$ cat src/pkg/nro_pkg.sv
// Constants and types shared by the nibble OR and rotate datapath.
package nro_pkg;

   localparam int NRO_NIB_W   = 4;
   localparam int NRO_ADDR_W  = 7;
   localparam int NRO_INSTR_W = 16;
   localparam int NRO_WSEL_W  = 4;
   localparam int NRO_MEM_WORDS = 128;

   // **********************************************************************
   // Instruction fields.
   // **********************************************************************
   localparam int NRO_PFX9_LSB = 7;
   localparam int NRO_PFX8_LSB = 8;
   localparam int NRO_IMM_LSB  = 4;
   localparam int NRO_WSEL_LSB = 0;
   localparam int NRO_ADDR_LSB = 0;

   // **********************************************************************
   // Opcode prefixes.
   // **********************************************************************
   localparam logic [8:0] NRO_OPC_OR_MEM  = 9'h074;
   localparam logic [8:0] NRO_OPC_ORW_MEM = 9'h076;
   localparam logic [8:0] NRO_OPC_RLC     = 9'h099;
   localparam logic [8:0] NRO_OPC_RRC     = 9'h09b;
   localparam logic [7:0] NRO_OPC_OR_IMM  = 8'h3e;
   localparam logic [7:0] NRO_OPC_ORW_IMM = 8'h3f;

   // Working registers occupy the bottom of data memory.
   localparam logic [NRO_ADDR_W-1:0] NRO_WR_BASE = 7'h00;

   localparam logic [NRO_NIB_W-1:0] NRO_NIB_ZERO = 4'h0;

   typedef enum logic [2:0] {
      NRO_OP_OR  = 3'b001,
      NRO_OP_RLC = 3'b010,
      NRO_OP_RRC = 3'b100
   } nro_op_t;

endpackage

$ cat src/pkg/nro_alu_if.sv
// Interface between the datapath control and its nibble ALU.
`timescale 1ns/10ps
`default_nettype none
interface nro_alu_if;
   import nro_pkg::*;
   nro_op_t              op;
   logic [NRO_NIB_W-1:0] opa;
   logic [NRO_NIB_W-1:0] opb;
   logic                 cin;
   logic [NRO_NIB_W-1:0] res;
   logic                 cout;
   logic                 zero;

   modport alu  (input op, opa, opb, cin, output res, cout, zero);
   modport ctrl (output op, opa, opb, cin, input res, cout, zero);
endinterface
`default_nettype wire

$ cat src/core/nro_alu.sv
// Nibble ALU for OR and rotate through carry.
`timescale 1ns/10ps
`default_nettype none
module nro_alu (
   // ALU operands and results
   nro_alu_if.alu bus
);
   import nro_pkg::*;

   always_comb begin
      bus.res  = bus.opa | bus.opb;
      bus.cout = bus.cin;
      unique case (bus.op)
         NRO_OP_OR: begin
            bus.res  = bus.opa | bus.opb;
            bus.cout = bus.cin;
         end
         NRO_OP_RLC: begin
            bus.res  = {bus.opa[NRO_NIB_W-2:0], bus.cin};
            bus.cout = bus.opa[NRO_NIB_W-1];
         end
         NRO_OP_RRC: begin
            bus.res  = {bus.cin, bus.opa[NRO_NIB_W-1:1]};
            bus.cout = bus.opa[0];
         end
         default: begin
            bus.res  = bus.opa | bus.opb;
            bus.cout = bus.cin;
         end
      endcase
   end

   assign bus.zero = (bus.res == NRO_NIB_ZERO);

endmodule
`default_nettype wire

$ cat src/core/nro_core.sv
// Execution datapath for the OR and rotate-through-carry instructions.
`timescale 1ns/10ps
`default_nettype none
module nro_core (
   // Clock and reset
   input  wire logic                              sys_clk_i,
   input  wire logic                              rstn_i,
   // Instruction from the decoder
   input  wire logic                              exec_i,
   input  wire logic [nro_pkg::NRO_INSTR_W-1:0]   instr_i,
   // Preload of memory, accumulator and carry (ignored while exec_i is high)
   input  wire logic                              mem_we_i,
   input  wire logic [nro_pkg::NRO_ADDR_W-1:0]    mem_addr_i,
   input  wire logic [nro_pkg::NRO_NIB_W-1:0]     mem_data_i,
   input  wire logic                              acc_we_i,
   input  wire logic [nro_pkg::NRO_NIB_W-1:0]     acc_data_i,
   input  wire logic                              carry_we_i,
   input  wire logic                              carry_data_i,
   // Memory read-back
   input  wire logic [nro_pkg::NRO_ADDR_W-1:0]    rd_addr_i,
   output logic      [nro_pkg::NRO_NIB_W-1:0]     rd_data_o,
   // Core state
   output logic      [nro_pkg::NRO_NIB_W-1:0]     acc_o,
   output logic                                   carry_flag_o,
   output logic                                   zero_flag_o,
   output logic                                   done_o,
   output logic                                   bad_op_o
);
   import nro_pkg::*;

   // **********************************************************************
   // Decode.
   // **********************************************************************
   wire logic [8:0]            pfx9 = instr_i[NRO_PFX9_LSB +: 9];
   wire logic [7:0]            pfx8 = instr_i[NRO_PFX8_LSB +: 8];
   wire logic [NRO_ADDR_W-1:0] maddr = instr_i[NRO_ADDR_LSB +: NRO_ADDR_W];
   wire logic [NRO_NIB_W-1:0]  imm = instr_i[NRO_IMM_LSB +: NRO_NIB_W];
   wire logic [NRO_WSEL_W-1:0] wsel = instr_i[NRO_WSEL_LSB +: NRO_WSEL_W];

   // Every strobe is qualified by exec_i, so a stale word on instr_i does nothing.
   wire logic is_or_mem  = exec_i && (pfx9 == NRO_OPC_OR_MEM);
   wire logic is_or_imm  = exec_i && (pfx8 == NRO_OPC_OR_IMM);
   wire logic is_orw_mem = exec_i && (pfx9 == NRO_OPC_ORW_MEM);
   wire logic is_orw_imm = exec_i && (pfx8 == NRO_OPC_ORW_IMM);
   wire logic is_rlc     = exec_i && (pfx9 == NRO_OPC_RLC);
   wire logic is_rrc     = exec_i && (pfx9 == NRO_OPC_RRC);

   wire logic use_imm = is_or_imm || is_orw_imm;
   wire logic is_rot  = is_rlc || is_rrc;
   wire logic is_or   = is_or_mem || is_or_imm || is_orw_mem || is_orw_imm;
   wire logic any_op  = is_or || is_rot;
   wire logic wback   = is_orw_mem || is_orw_imm || is_rot;

   // Immediate forms read a working register; the others read the addressed nibble.
   wire logic [NRO_ADDR_W-1:0] wr_addr =
      NRO_ADDR_W'(NRO_WR_BASE + {{(NRO_ADDR_W-NRO_WSEL_W){1'b0}}, wsel});
   wire logic [NRO_ADDR_W-1:0] src_addr = use_imm ? wr_addr : maddr;

   // **********************************************************************
   // State.
   // **********************************************************************
   logic [NRO_NIB_W-1:0] mem_q [NRO_MEM_WORDS];
   logic [NRO_NIB_W-1:0] acc_q;
   logic [NRO_NIB_W-1:0] acc_d;
   logic                 carry_q;
   logic                 carry_d;
   logic                 zero_q;
   logic [NRO_NIB_W-1:0] rd_q;
   logic                 done_q;
   logic                 bad_q;

   wire logic [NRO_NIB_W-1:0] src_nib = mem_q[src_addr];

   // **********************************************************************
   // ALU.
   // **********************************************************************
   nro_alu_if alu_bus ();

   // Rotates take the nibble in opa; opb only matters for the OR forms.
   assign alu_bus.op  = is_rlc ? NRO_OP_RLC : (is_rrc ? NRO_OP_RRC : NRO_OP_OR);
   assign alu_bus.opa = src_nib;
   assign alu_bus.opb = use_imm ? imm : acc_q;
   assign alu_bus.cin = carry_q;

   nro_alu u_alu (
      .bus (alu_bus)
   );

   // Execute wins over a preload given in the same cycle.
   assign acc_d   = any_op ? alu_bus.res
                  : ((!exec_i && acc_we_i) ? acc_data_i : acc_q);
   assign carry_d = is_rot ? alu_bus.cout
                  : ((!exec_i && carry_we_i) ? carry_data_i : carry_q);

   always_ff @(posedge sys_clk_i) begin
      if (!rstn_i) begin
         acc_q   <= NRO_NIB_ZERO;
         carry_q <= 1'b0;
      end else begin
         acc_q   <= acc_d;
         carry_q <= carry_d;
      end
   end

   // The zero flag follows only the six instructions; preloads leave it alone.
   always_ff @(posedge sys_clk_i) begin
      if (!rstn_i) begin
         zero_q <= 1'b0;
      end else if (any_op) begin
         zero_q <= alu_bus.zero;
      end
   end

   always_ff @(posedge sys_clk_i) begin
      if (!rstn_i) begin
         rd_q   <= NRO_NIB_ZERO;
         done_q <= 1'b0;
         bad_q  <= 1'b0;
      end else begin
         rd_q   <= mem_q[rd_addr_i];
         done_q <= any_op;
         bad_q  <= exec_i && !any_op;
      end
   end

   // Data memory holds no reset; software initialises it.
   always_ff @(posedge sys_clk_i) begin
      if (wback) begin
         mem_q[src_addr] <= alu_bus.res;
      end else if (!exec_i && mem_we_i) begin
         mem_q[mem_addr_i] <= mem_data_i;
      end
   end

   assign acc_o        = acc_q;
   assign carry_flag_o = carry_q;
   assign zero_flag_o  = zero_q;
   assign rd_data_o    = rd_q;
   assign done_o       = done_q;
   assign bad_op_o     = bad_q;

   // **********************************************************************
   // Checks.
   // **********************************************************************
   chk_or_mem_acc: assert property (@(posedge sys_clk_i) disable iff (!rstn_i)
      is_or_mem |=> acc_q == ($past(src_nib) | $past(acc_q)) && done_q)
      else $error("OR memory result wrong in accumulator.");

   chk_or_mem_keep: assert property (@(posedge sys_clk_i) disable iff (!rstn_i)
      is_or_mem |=> mem_q[$past(src_addr)] == $past(src_nib))
      else $error("OR memory changed the memory nibble.");

   chk_or_imm_acc: assert property (@(posedge sys_clk_i) disable iff (!rstn_i)
      is_or_imm |=> acc_q == ($past(src_nib) | $past(imm))
                    && mem_q[$past(src_addr)] == $past(src_nib))
      else $error("OR immediate result wrong or register changed.");

   chk_orw_mem_both: assert property (@(posedge sys_clk_i) disable iff (!rstn_i)
      is_orw_mem |=> acc_q == ($past(src_nib) | $past(acc_q))
                     && mem_q[$past(src_addr)] == acc_q)
      else $error("OR memory writeback mismatch.");

   chk_orw_imm_both: assert property (@(posedge sys_clk_i) disable iff (!rstn_i)
      is_orw_imm |=> acc_q == ($past(src_nib) | $past(imm))
                     && mem_q[$past(src_addr)] == acc_q && done_q)
      else $error("OR immediate writeback mismatch.");

   chk_rlc_value: assert property (@(posedge sys_clk_i) disable iff (!rstn_i)
      is_rlc |=> {carry_q, acc_q} == {$past(src_nib), $past(carry_q)}
                 && mem_q[$past(src_addr)] == acc_q)
      else $error("Rotate left result wrong.");

   chk_rrc_value: assert property (@(posedge sys_clk_i) disable iff (!rstn_i)
      is_rrc |=> {acc_q, carry_q} == {$past(carry_q), $past(src_nib)}
                 && mem_q[$past(src_addr)] == acc_q)
      else $error("Rotate right result wrong.");

   chk_rot_one_cycle: assert property (@(posedge sys_clk_i) disable iff (!rstn_i)
      is_rot |=> done_q && !bad_q && zero_q == (acc_q == NRO_NIB_ZERO))
      else $error("Rotate not finished in one cycle with zero flag.");

   chk_zero_flag: assert property (@(posedge sys_clk_i) disable iff (!rstn_i)
      done_q |-> zero_q == (acc_q == NRO_NIB_ZERO))
      else $error("Zero flag does not match result.");

   chk_or_carry_keep: assert property (@(posedge sys_clk_i) disable iff (!rstn_i)
      is_or |=> carry_q == $past(carry_q))
      else $error("OR instruction changed the carry flag.");

   chk_bad_op_quiet: assert property (@(posedge sys_clk_i) disable iff (!rstn_i)
      exec_i && !any_op |=> bad_q && !done_q && acc_q == $past(acc_q)
                            && carry_q == $past(carry_q) && zero_q == $past(zero_q))
      else $error("Unknown opcode changed the core state.");

   chk_exec_drops_load: assert property (@(posedge sys_clk_i) disable iff (!rstn_i)
      exec_i && mem_we_i && !wback |=> mem_q[$past(mem_addr_i)] == $past(mem_q[mem_addr_i]))
      else $error("Memory preload taken while an instruction ran.");

   // **********************************************************************
   // Preload and reset checks.
   // **********************************************************************
   chk_preload_acc: assert property (@(posedge sys_clk_i) disable iff (!rstn_i)
      !exec_i && acc_we_i |=> acc_q == $past(acc_data_i))
      else $error("Accumulator preload not taken.");

   chk_preload_carry: assert property (@(posedge sys_clk_i) disable iff (!rstn_i)
      !exec_i && carry_we_i |=> carry_q == $past(carry_data_i))
      else $error("Carry preload not taken.");

   chk_preload_mem: assert property (@(posedge sys_clk_i) disable iff (!rstn_i)
      !exec_i && mem_we_i |=> mem_q[$past(mem_addr_i)] == $past(mem_data_i))
      else $error("Memory preload not taken.");

   chk_reset_state: assert property (@(posedge sys_clk_i)
      !rstn_i |=> acc_q == NRO_NIB_ZERO && !carry_q && !zero_q && rd_q == NRO_NIB_ZERO
                  && !done_q && !bad_q)
      else $error("Core state not cleared by reset.");

endmodule
`default_nettype wire

$ cat config.mk
export PLATFORM = sky130hd
export DESIGN_NAME = nro_core
export DESIGN_NICKNAME = d
export VERILOG_FILES = /design/src/pkg/nro_pkg.sv /design/src/pkg/nro_alu_if.sv /design/src/core/nro_alu.sv /design/src/core/nro_core.sv
export SDC_FILE = /design/constraint.sdc
export NUM_CORES = 1
export LEC_CHECK = 0
export ABC_AREA = 1
export ABC_CLOCK_PERIOD_IN_PS = 9000
export BUFFER_PORTS_ARGS = -buffer_cell sky130_fd_sc_hd__buf_2
export CAP_MARGIN = 10
export CORE_ASPECT_RATIO = 1.75
export CORE_MARGIN = 3
export CORE_UTILIZATION = 35
export CTS_BUF_LIST = sky130_fd_sc_hd__clkbuf_8
export CTS_CLUSTER_DIAMETER = 100
export DETAILED_ROUTE_END_ITERATION = 7
export PLACE_DENSITY = 0.47
export SLEW_MARGIN = 20
export SYNTH_ARGS = -nofsm -noshare
export SYNTH_HDL_FRONTEND = slang
export SYNTH_SLANG_ARGS = --single-unit
$ cat constraint.sdc
create_clock -name sys_clk_i -period 9 [get_ports sys_clk_i]
set_input_delay 1.8 -clock sys_clk_i [delete_from_list [all_inputs] [get_ports sys_clk_i]]
set_output_delay 1.8 -clock sys_clk_i [all_outputs]
set_load 0.01 [all_outputs]
# [Yosys cells after proc, flatten, opt, wreduce, memory -nomap -nowiden]
# Memories as Yosys holds them, arrays and structs flattened. A register that Yosys moved wholly into a read port is not among the register bits.
# Cells that the tools add are included.
# Widths: inputs -> output; s select.
[op_classes] eq_ne=9 mux=18 bitwise=1 n_reduce_logical=26
[op_table] cell="$eq 9x7->1 const B" count=2
[op_table] cell="$eq 9x8->1 const B" count=2
[op_table] cell="$eq 8x6->1 const B" count=2
[op_table] cell="$mux 4" count=4
[op_table] cell="$mux 7" count=2
[op_table] cell="$logic_and 1x1->1" count=10
[op_table] cell="$logic_or 1x1->1" count=8
[op_table] cell="$mux 1" count=8
[op_table] cell="$pmux 4 s2" count=1
[op_table] cell="$mux 3" count=2
[op_table] cell="$logic_not 4->1" count=1
[op_table] cell="$or 4x4->4" count=1
[op_table] cell="$reduce_bool 2->1" count=2
[op_table] cell="$reduce_or 4->1" count=1
[op_table] cell="$eq 3x2->1 const B" count=1
[op_table] cell="$eq 3x3->1 const B" count=1
[op_table] cell="$logic_not 1->1" count=3
[op_table] cell="$ne 3x1->1 const B" count=1
[op_table] cell="$pmux 1 s2" count=1
[op_table] cell="$reduce_and 2->1" count=1
[totals] ff_bits=8 ramBits=512 input_bits=45 output_inout_bits=12 memories=1
[memory_table] name="mem_q" depth=128 width=4 rd=2 rd_ports_with_merged_regs=1 write_ports=1 line="nro_core.sv:62" text="logic [NRO_NIB_W-1:0] mem_q [NRO_MEM_WORDS];"

# [Logic depth before layout (Yosys ltp)]
# Gate-level depths: netlist of run 1.
[logic_depth] word_depth=8 depth_mapped=20 depth_no_buf=18

# [By module]
# A second synthesis of run 1 with hierarchy kept.
[unflattened] cells_unflattened=3209 area_unflattened_um2=27362.5
[by_module_without_submodules] mod="nro_core" instances=1 cells_each=3169 area_each_um2=27166.1 seq_area_each_um2=15615.0
[by_module_without_submodules] mod="nro_alu" instances=1 cells_each=40 area_each_um2=196.4 seq_area_each_um2=0.0

# [Worst setup path before layout of run 1]
# Ideal clock, no wire load.
[synth_timing] path_type="input-to-reg" from="input port instr_i[0] in the netlist's numbering" to="memory mem_q[0][2], data pin" arrival_time_ps=6842 setup_slack_ps=1189 stages=16 cell_sequence="buf_6 -> inv_4 -> buf_6 -> buf_6 -> nand2_1 -> nand2_1 -> nand2_1 -> nand3_1 -> nand3_1 -> nand3_1 -> nand3_1 -> nand3_1 -> nand2_1 -> nand2_1 -> nand2_1 -> a31oi_1"
[synth_between] elab_chain_len=5
[synth_rtl] element="from (decl)" line="nro_core.sv:10" text="input wire logic [nro_pkg::NRO_INSTR_W-1:0] instr_i,"
[synth_rtl] element="$mux 7 (*)" line="nro_core.sv:57" text="wire logic [NRO_ADDR_W-1:0] src_addr = use_imm ? wr_addr : maddr;"
[synth_rtl] element="$mem_v2 128x4 (*)"
[synth_rtl] element="$or 4x4->4" line="nro_alu.sv:15, nro_alu.sv:27"
[synth_rtl] element="$pmux 4 s2 (*)" line="nro_alu.sv:13" text="unique case (bus.op)"
[synth_rtl] element="$mux 4 (no line) (*)"
[synth_rtl] element="to (decl)" line="nro_core.sv:62"
# Every way passes the cells marked *; elsewhere a longest branch is shown, timed or not.

# [Final worst setup path of run 1]
[layout_timing] from="input port instr_i[1] in the netlist's numbering" to="memory mem_q[45][1], data pin"
# The elaborated chain is that of the path after synthesis.

==> results of run 1 <==
## worst reg2reg max path: cells and delay by family (launching register included)
kind,cells,cell delay (ps)
buffers and inverters,1,620
flip-flops,1,340
AND/OR/NAND/NOR,11,2280
AO/OA/AOI/OAI,1,80
## flip-flops by register name, summed over array words and instances, names as in the netlist
name	cells
rd_data_o	4
acc_o	4
mem_q	512
zero_flag_o	1
bad_op_o	1
carry_flag_o	1
done_o	1
## power by group
| part | leakage [nW] | switching, W | internal [W] |
|---|---|---|---|
| Combinational | 4.74 | 0.000527 | 0.000148 |
| Clock | 0.850 | 0.00101 | 0.000935 |
| Sequential | 4.69 | 0.00000363 | 0.00276 |
| Total | 10.3 | 0.00154 | 0.00384 |
## layer usage
| metal | up-vias | wire, µm | global-route usage (%) | share of wire [%] |
|---|---|---|---|---|
| met2 | 1245 | 50900 | 42.4 | 49 |
| met3 | 289 | 7900 | 4.14 | 7.6 |
| met1 | 11300 | 38200 | 30.0 | 37 |
| li1 | 10500 | - | - | - |
| met4 | 0 | 7160 | 16.4 | 6.9 |
| met5 | - | 0 | 0 | 0 |
## cells in the final DEF, fill, tap and decap left out, types with 4 or more instances in the layout
master,Yosys,final
nor3_1,7,7
clkinv_1,3,19
clkbuf_8,0,86
o22ai_1,107,107
o21ai_0,391,391
buf_2,64,52
clkinv_2,0,13
o21ai_1,35,35
inv_2,5,6
nand3_1,343,343
a21oi_1,43,43
o221ai_1,23,23
o211ai_1,39,39
o311ai_0,4,4
nand2_1,504,502
clkinvlp_4,0,6
a211oi_1,6,6
buf_4,8,47
nor2_1,605,605
edfxtp_1,512,512
o31ai_1,5,5
dfxtp_1,12,12
inv_1,107,130
nand2_2,5,5
## layout make-up
type,instances,area [µm²]
clock inverters,63,325
inverters,116,453
multi-input cells,2143,9830
fillers,7726,47100
well taps,1020,1280
diodes,2,5.00
flip-flops and latches,524,15600
repair buffers,103,678
clock buffers,85,1170
## stage by stage
| stage | total power (W) | std cells | cell area, µm² |
|---|---|---|---|
| 2_1_floorplan | 0.00322 | 3006 | 27000 |
| 3_3_place_gp | 0.00348 | 3906 | 27900 |
| 3_5_place_dp | 0.00348 | 3906 | 27900 |
| 4_1_cts | 0.00541 | 4054 | 29300 |
| 5_1_grt | 0.00557 | 4055 | 29400 |
| 6_report | 0.00538 | 4056 | 29400 |
## how the worst max path moves through the flow
stage / from / end / slack (ps) / cells after the start
final: instr_i[1] / mem_q[45][1] / 3040 / 15
after global routing: instr_i[1] / mem_q[48][1] / 2780 / 15
after CTS: instr_i[1] / mem_q[49][1] / 3020 / 15
after detailed placement: instr_i[1] / mem_q[55][1] / 2240 / 15
after global placement: instr_i[1] / mem_q[51][1] / 2250 / 15
after floorplan: instr_i[0] / mem_q[0][2] / 1190 / 16
## logic make-up (layout without fill, tap and decap cells)
kind of cell	count (synthesis)	in the layout	synth area share (%)
AOI/OAI and AO/OA	665	665	13.8
buffers and inverters	339	367	6.09
DFF	524	524	57.7
muxes	2	2	0.0740
other	0	2	0
and+or+nand+nor	1476	1476	22.4
==> flow_summary.yaml, run 1 <==
run_status:
  status: "completed"
routing:
  drcViolationCount: 0
  wl_mm: 104
  viasPerCell: 5.75
  wl_per_cell_um: 25.7
  vias: 23300
  drtAntennaViolNets: 0
  drtPass1Iterations: 5
  drt_iter0_markers: 2663
hold_path:
  hp-class: "reg -> reg"
  min_from: "zero_flag_o"
  worstHoldEndpoint: "zero_flag_o"
  whs_path_depth: 2
power:
  p_leak_nw: 10.3
  power_density_nw_per_um2: 183
  vdd_drop_max_mv: 0.0963
critical_path:
  crit_type: "in -> reg"
  r2r_cells: 13
  critPathMaxFanout: 78
  r2r-end: "mem_q[45][1]"
  crit_slowest_cell: "nand2_4"
  crit_family: "buffers and inverters"
  reg2reg_slack_ps: 5340
  worstPathArrival_ps: 6390
  slowest_delay_ps: 670
  critPathBufInv: 4
  cp_cell_sequence: "buf_4 -> inv_4 -> buf_4 -> nor2_1 -> o21ai_1 -> nand3_1 -> nand3_1 -> nand3_1 -> nand3_1 -> nand3_1 -> nand3_1 -> nand3_1 -> nand2_1 -> nand2_4 -> buf_4"
  timing.rr.start: "mem_q[30][2]"
  crit_required_ps: 9430
  endpoint_kind: "flop"
  cp-start-kind: "primary input"
  cpMostUsedCell: "nand3_1"
clocking:
  clkSlewWorstSetupHoldPaths_ps: 50
  clk_path_buf_depth: 3
  cts.sinks: 524
  postCtsHoldBufs: 0
  cts_max_level: 3
  cts_setup_buffers: 0
  root_buffer: "clkbuf_8"
  post_cts_resized: 0
  tritoncts: "done"
  clk_latency_ps: 730
  cts_inserted_buffers: 84
sta:
  setup_viol: 0
  clock_skew_ps: 30.7
  hold_viol: 0
  fmax_mhz: 168
  period_minus_slack_ps: 5960
  tightest_slew_ps: 1210
  fin_setup_tns_ps: 0
  whs_ps: 484
  rsz0062_at_grt: "false"
  slew_headroom_pct: 19.3
  layout_setup_ws_ps: 3040
  finalCritPeriodShare_pct: 66.2
  slew_viol_final: 0
yosys:
  ys_ff_latch: 524
  syn-num-nets: 3051
  syn-instance-count: 3006
  synth-main-ff-cell: "edfxtp_1"
  avgSynthCellArea_um2: 9.00
  netlist_top_cells_count: "nor2_1, edfxtp_1, nand2_1"
  synth.yosys.warnings: 0
  synth_seq_area_share_pct: 57.7
  synth_top_area_cell: "edfxtp_1"
  synthTopCellsByArea: "edfxtp_1, nor2_1, o21ai_0"
  synth_top_area_share_pct: 56.8
  yosysMostFrequentCell: "nor2_1"
  synth_cell_type_count: 38
  async_reset_ff_share_pct: 0
  netlist_area_um2: 27000
  synth_edf_count: 512
run:
  maxCapViolations: 0
placement:
  place_ws_ps: 2240
  place_congestion: 0.907
  numPortBuffers: 56
  dp_hpwl_mm: 63.3
finish:
  drive_above_1_share_pct: 7.88
  area_growth_pct: 8.52
  postLayoutCoreUtil_pct: 38.4
  fin_nets: 3017
floorplan:
  rows: 134
  die-area_um2: 80800
  core_area_um2: 76500
  initial_core_util_pct: 35.4
  pin_count: 57
  die_x_um: 216
  die_h_um: 374
global_route:
  antenna_found_initial: 1
  grt_pass1_vias: 22700
  grt_pass1_wl_mm: 152
  grt_max_degree: 145
  grt_overflow: 0
  grt_usage_pct: 25.3
No activity file was read; power rests on OpenSTA's default activity.
==> run 2: changes to the inputs <==
ABC_CLOCK_PERIOD_IN_PS = 5600   (was 9000)
clock period = 5.6 ns   (was 9 ns; I/O delays follow)
==> run 2 against run 1 <==
Against the previous run: power increased by 63%; sequential cell count stayed put; worst setup slack worse by 1400 ps; combinational power rose by 69%; sequential share of layout area shrank 0.87 points; via count increased by 1.1%; critical endpoint is now mem_q[42][1].
==> flow_summary.yaml, run 2 (synthesized netlist as in run 1, its figures left out) <==
clocking:
  clkSlewWorstSetupHoldPaths_ps: 70
  clk_path_buf_depth: 3
  cts_inserted_buffers: 83
  postCtsHoldBufs: 0
  clk_latency_ps: 750
  cts_setup_buffers: 0
  root_buffer: "clkbuf_8"
  cts_max_level: 3
  tritoncts: "done"
  cts.sinks: 524
  post_cts_resized: 0
routing:
  drtAntennaViolNets: 0
  viasPerCell: 5.77
  vias: 23600
  wl_per_cell_um: 26.2
  drt_iter0_markers: 2704
  drcViolationCount: 0
  wl_mm: 107
  drtPass1Iterations: 6
sta:
  slew_headroom_pct: 23.9
  setup_viol: 0
  period_minus_slack_ps: 3950
  finalCritPeriodShare_pct: 70.5
  hold_viol: 0
  tightest_slew_ps: 1140
  slew_viol_final: 0
  rsz0062_at_grt: "false"
  fin_setup_tns_ps: 0
  clock_skew_ps: 40.6
  fmax_mhz: 253
hold_path:
  hp-class: "reg -> reg"
  whs_path_depth: 2
  min_from: "acc_o[1]"
critical_path:
  crit_slowest_cell: "nand2_1"
  reg2reg_slack_ps: 2700
  cp-start-kind: "primary input"
  cp_cell_sequence: "buf_2 -> inv_1 -> nor4_2 -> nand4_1 -> nor2_1 -> nor2_2 -> nand2_1 -> a211oi_1 -> inv_2 -> nand2_1 -> buf_4 -> nor2_1"
  endpoint_kind: "flop"
  critPathMaxFanout: 11
  slowest_delay_ps: 690
  startpoint: "instr_i[7]"
  worstPathArrival_ps: 4300
  crit_required_ps: 5950
  crit_type: "in -> reg"
  timing.rr.start: "mem_q[66][3]"
  r2r_cells: 15
finish:
  layout_commonest_cell: "nor2_1"
  fin_nets: 3045
  drive_above_1_share_pct: 9.00
  multi_input_area_um2: 9830
  fin_area_um2: 29800
  nFillCells: 7639
  area_growth_pct: 10.3
  top_register: "mem_q"
  largest_register_ffs: 512
  mostFrequentLayoutCells: "nor2_1, edfxtp_1, nand2_1, o21ai_0, nand3_1"
  seqCellArea_um2: 15600
floorplan:
  core_area_um2: 76500
  die-area_um2: 80800
  die_h_um: 374
  die_x_um: 216
  rows: 134
  pin_count: 57
  initial_core_util_pct: 35.4
power:
  p_leak_nw: 10.5
  vdd_drop_max_mv: 0.253
  power_density_nw_per_um2: 293
global_route:
  grt_pass1_wl_mm: 156
  grt_usage_pct: 26.0
  antenna_found_initial: 1
  grt_max_degree: 129
  grt_pass1_vias: 23300
  grt_use_met1_pct: 29.8
  busiest_layer: "met2"
  grtUsageMet2_pct: 44.6
  grt.met3_usage_pct: 3.90
  grt_overflow: 0
placement:
  place_congestion: 0.951
  dp_hpwl_mm: 67.4
  dpl_cell_area_um2: 28300
  numPortBuffers: 56
run:
  maxCapViolations: 0
run_status:
  status: "completed"
run 2: cell count changes in the layout (fill, tap and decap cells not counted), sizes merged:
cell	previous run	this run
buf	102	131
clkbuf	86	87
inv	139	134
clkinv	32	41
clkinvlp	6	3
run 2: power breakdown:
group          internal [W]  switching, W  total [W]  leakage, nW
Clock               0.00153       0.00165    0.00317        0.857
Combinational      0.000279      0.000866    0.00114         4.97
Sequential          0.00443    0.00000603    0.00443         4.69
Total               0.00623       0.00252    0.00875         10.5
run 2: area by class of cell:
cell class | instances | area share, %
antenna | 2 | 0.0168
clock buffer | 86 | 3.97
clock inverter | 64 | 1.15
inverter | 116 | 1.51
multi-input combinational | 2143 | 32.9
sequential | 524 | 52.3
tap | 1020 | 4.28
timing repair buffer | 132 | 3.80
run 2: stage by stage:
step	worst slack (ps)	util, %	hold WS [ps]	power (W)	cells
after global placement	977	37.0	475	0.00564	3935
after CTS	1700	39.0	484	0.00881	4085
after detailed placement	930	37.0	474	0.00565	3935
final	1650	39.0	487	0.00875	4087
after floorplan	452	-	497	0.00517	3006
after global routing	1470	39.0	501	0.00906	4087
run 2: metal layers:
metal,part of all wire [%],wire length [µm]
met5,0,0
met1,36,38900
met2,49,53000
met4,7.6,8100
met3,6.8,7250
run 2: final timing paths:
path / end
hold / removal: acc_o[1]
hold reg to reg: acc_o[1]
setup reg to reg: mem_q[52][3]
setup / recovery: mem_q[42][1]
run 2: critical path, delay by kind of cell:
family / cells / cell delay (ps)
AOI/OAI and AO/OA: 1 / 110
and+or+nand+nor: 7 / 2280
buffers and inverters: 4 / 780
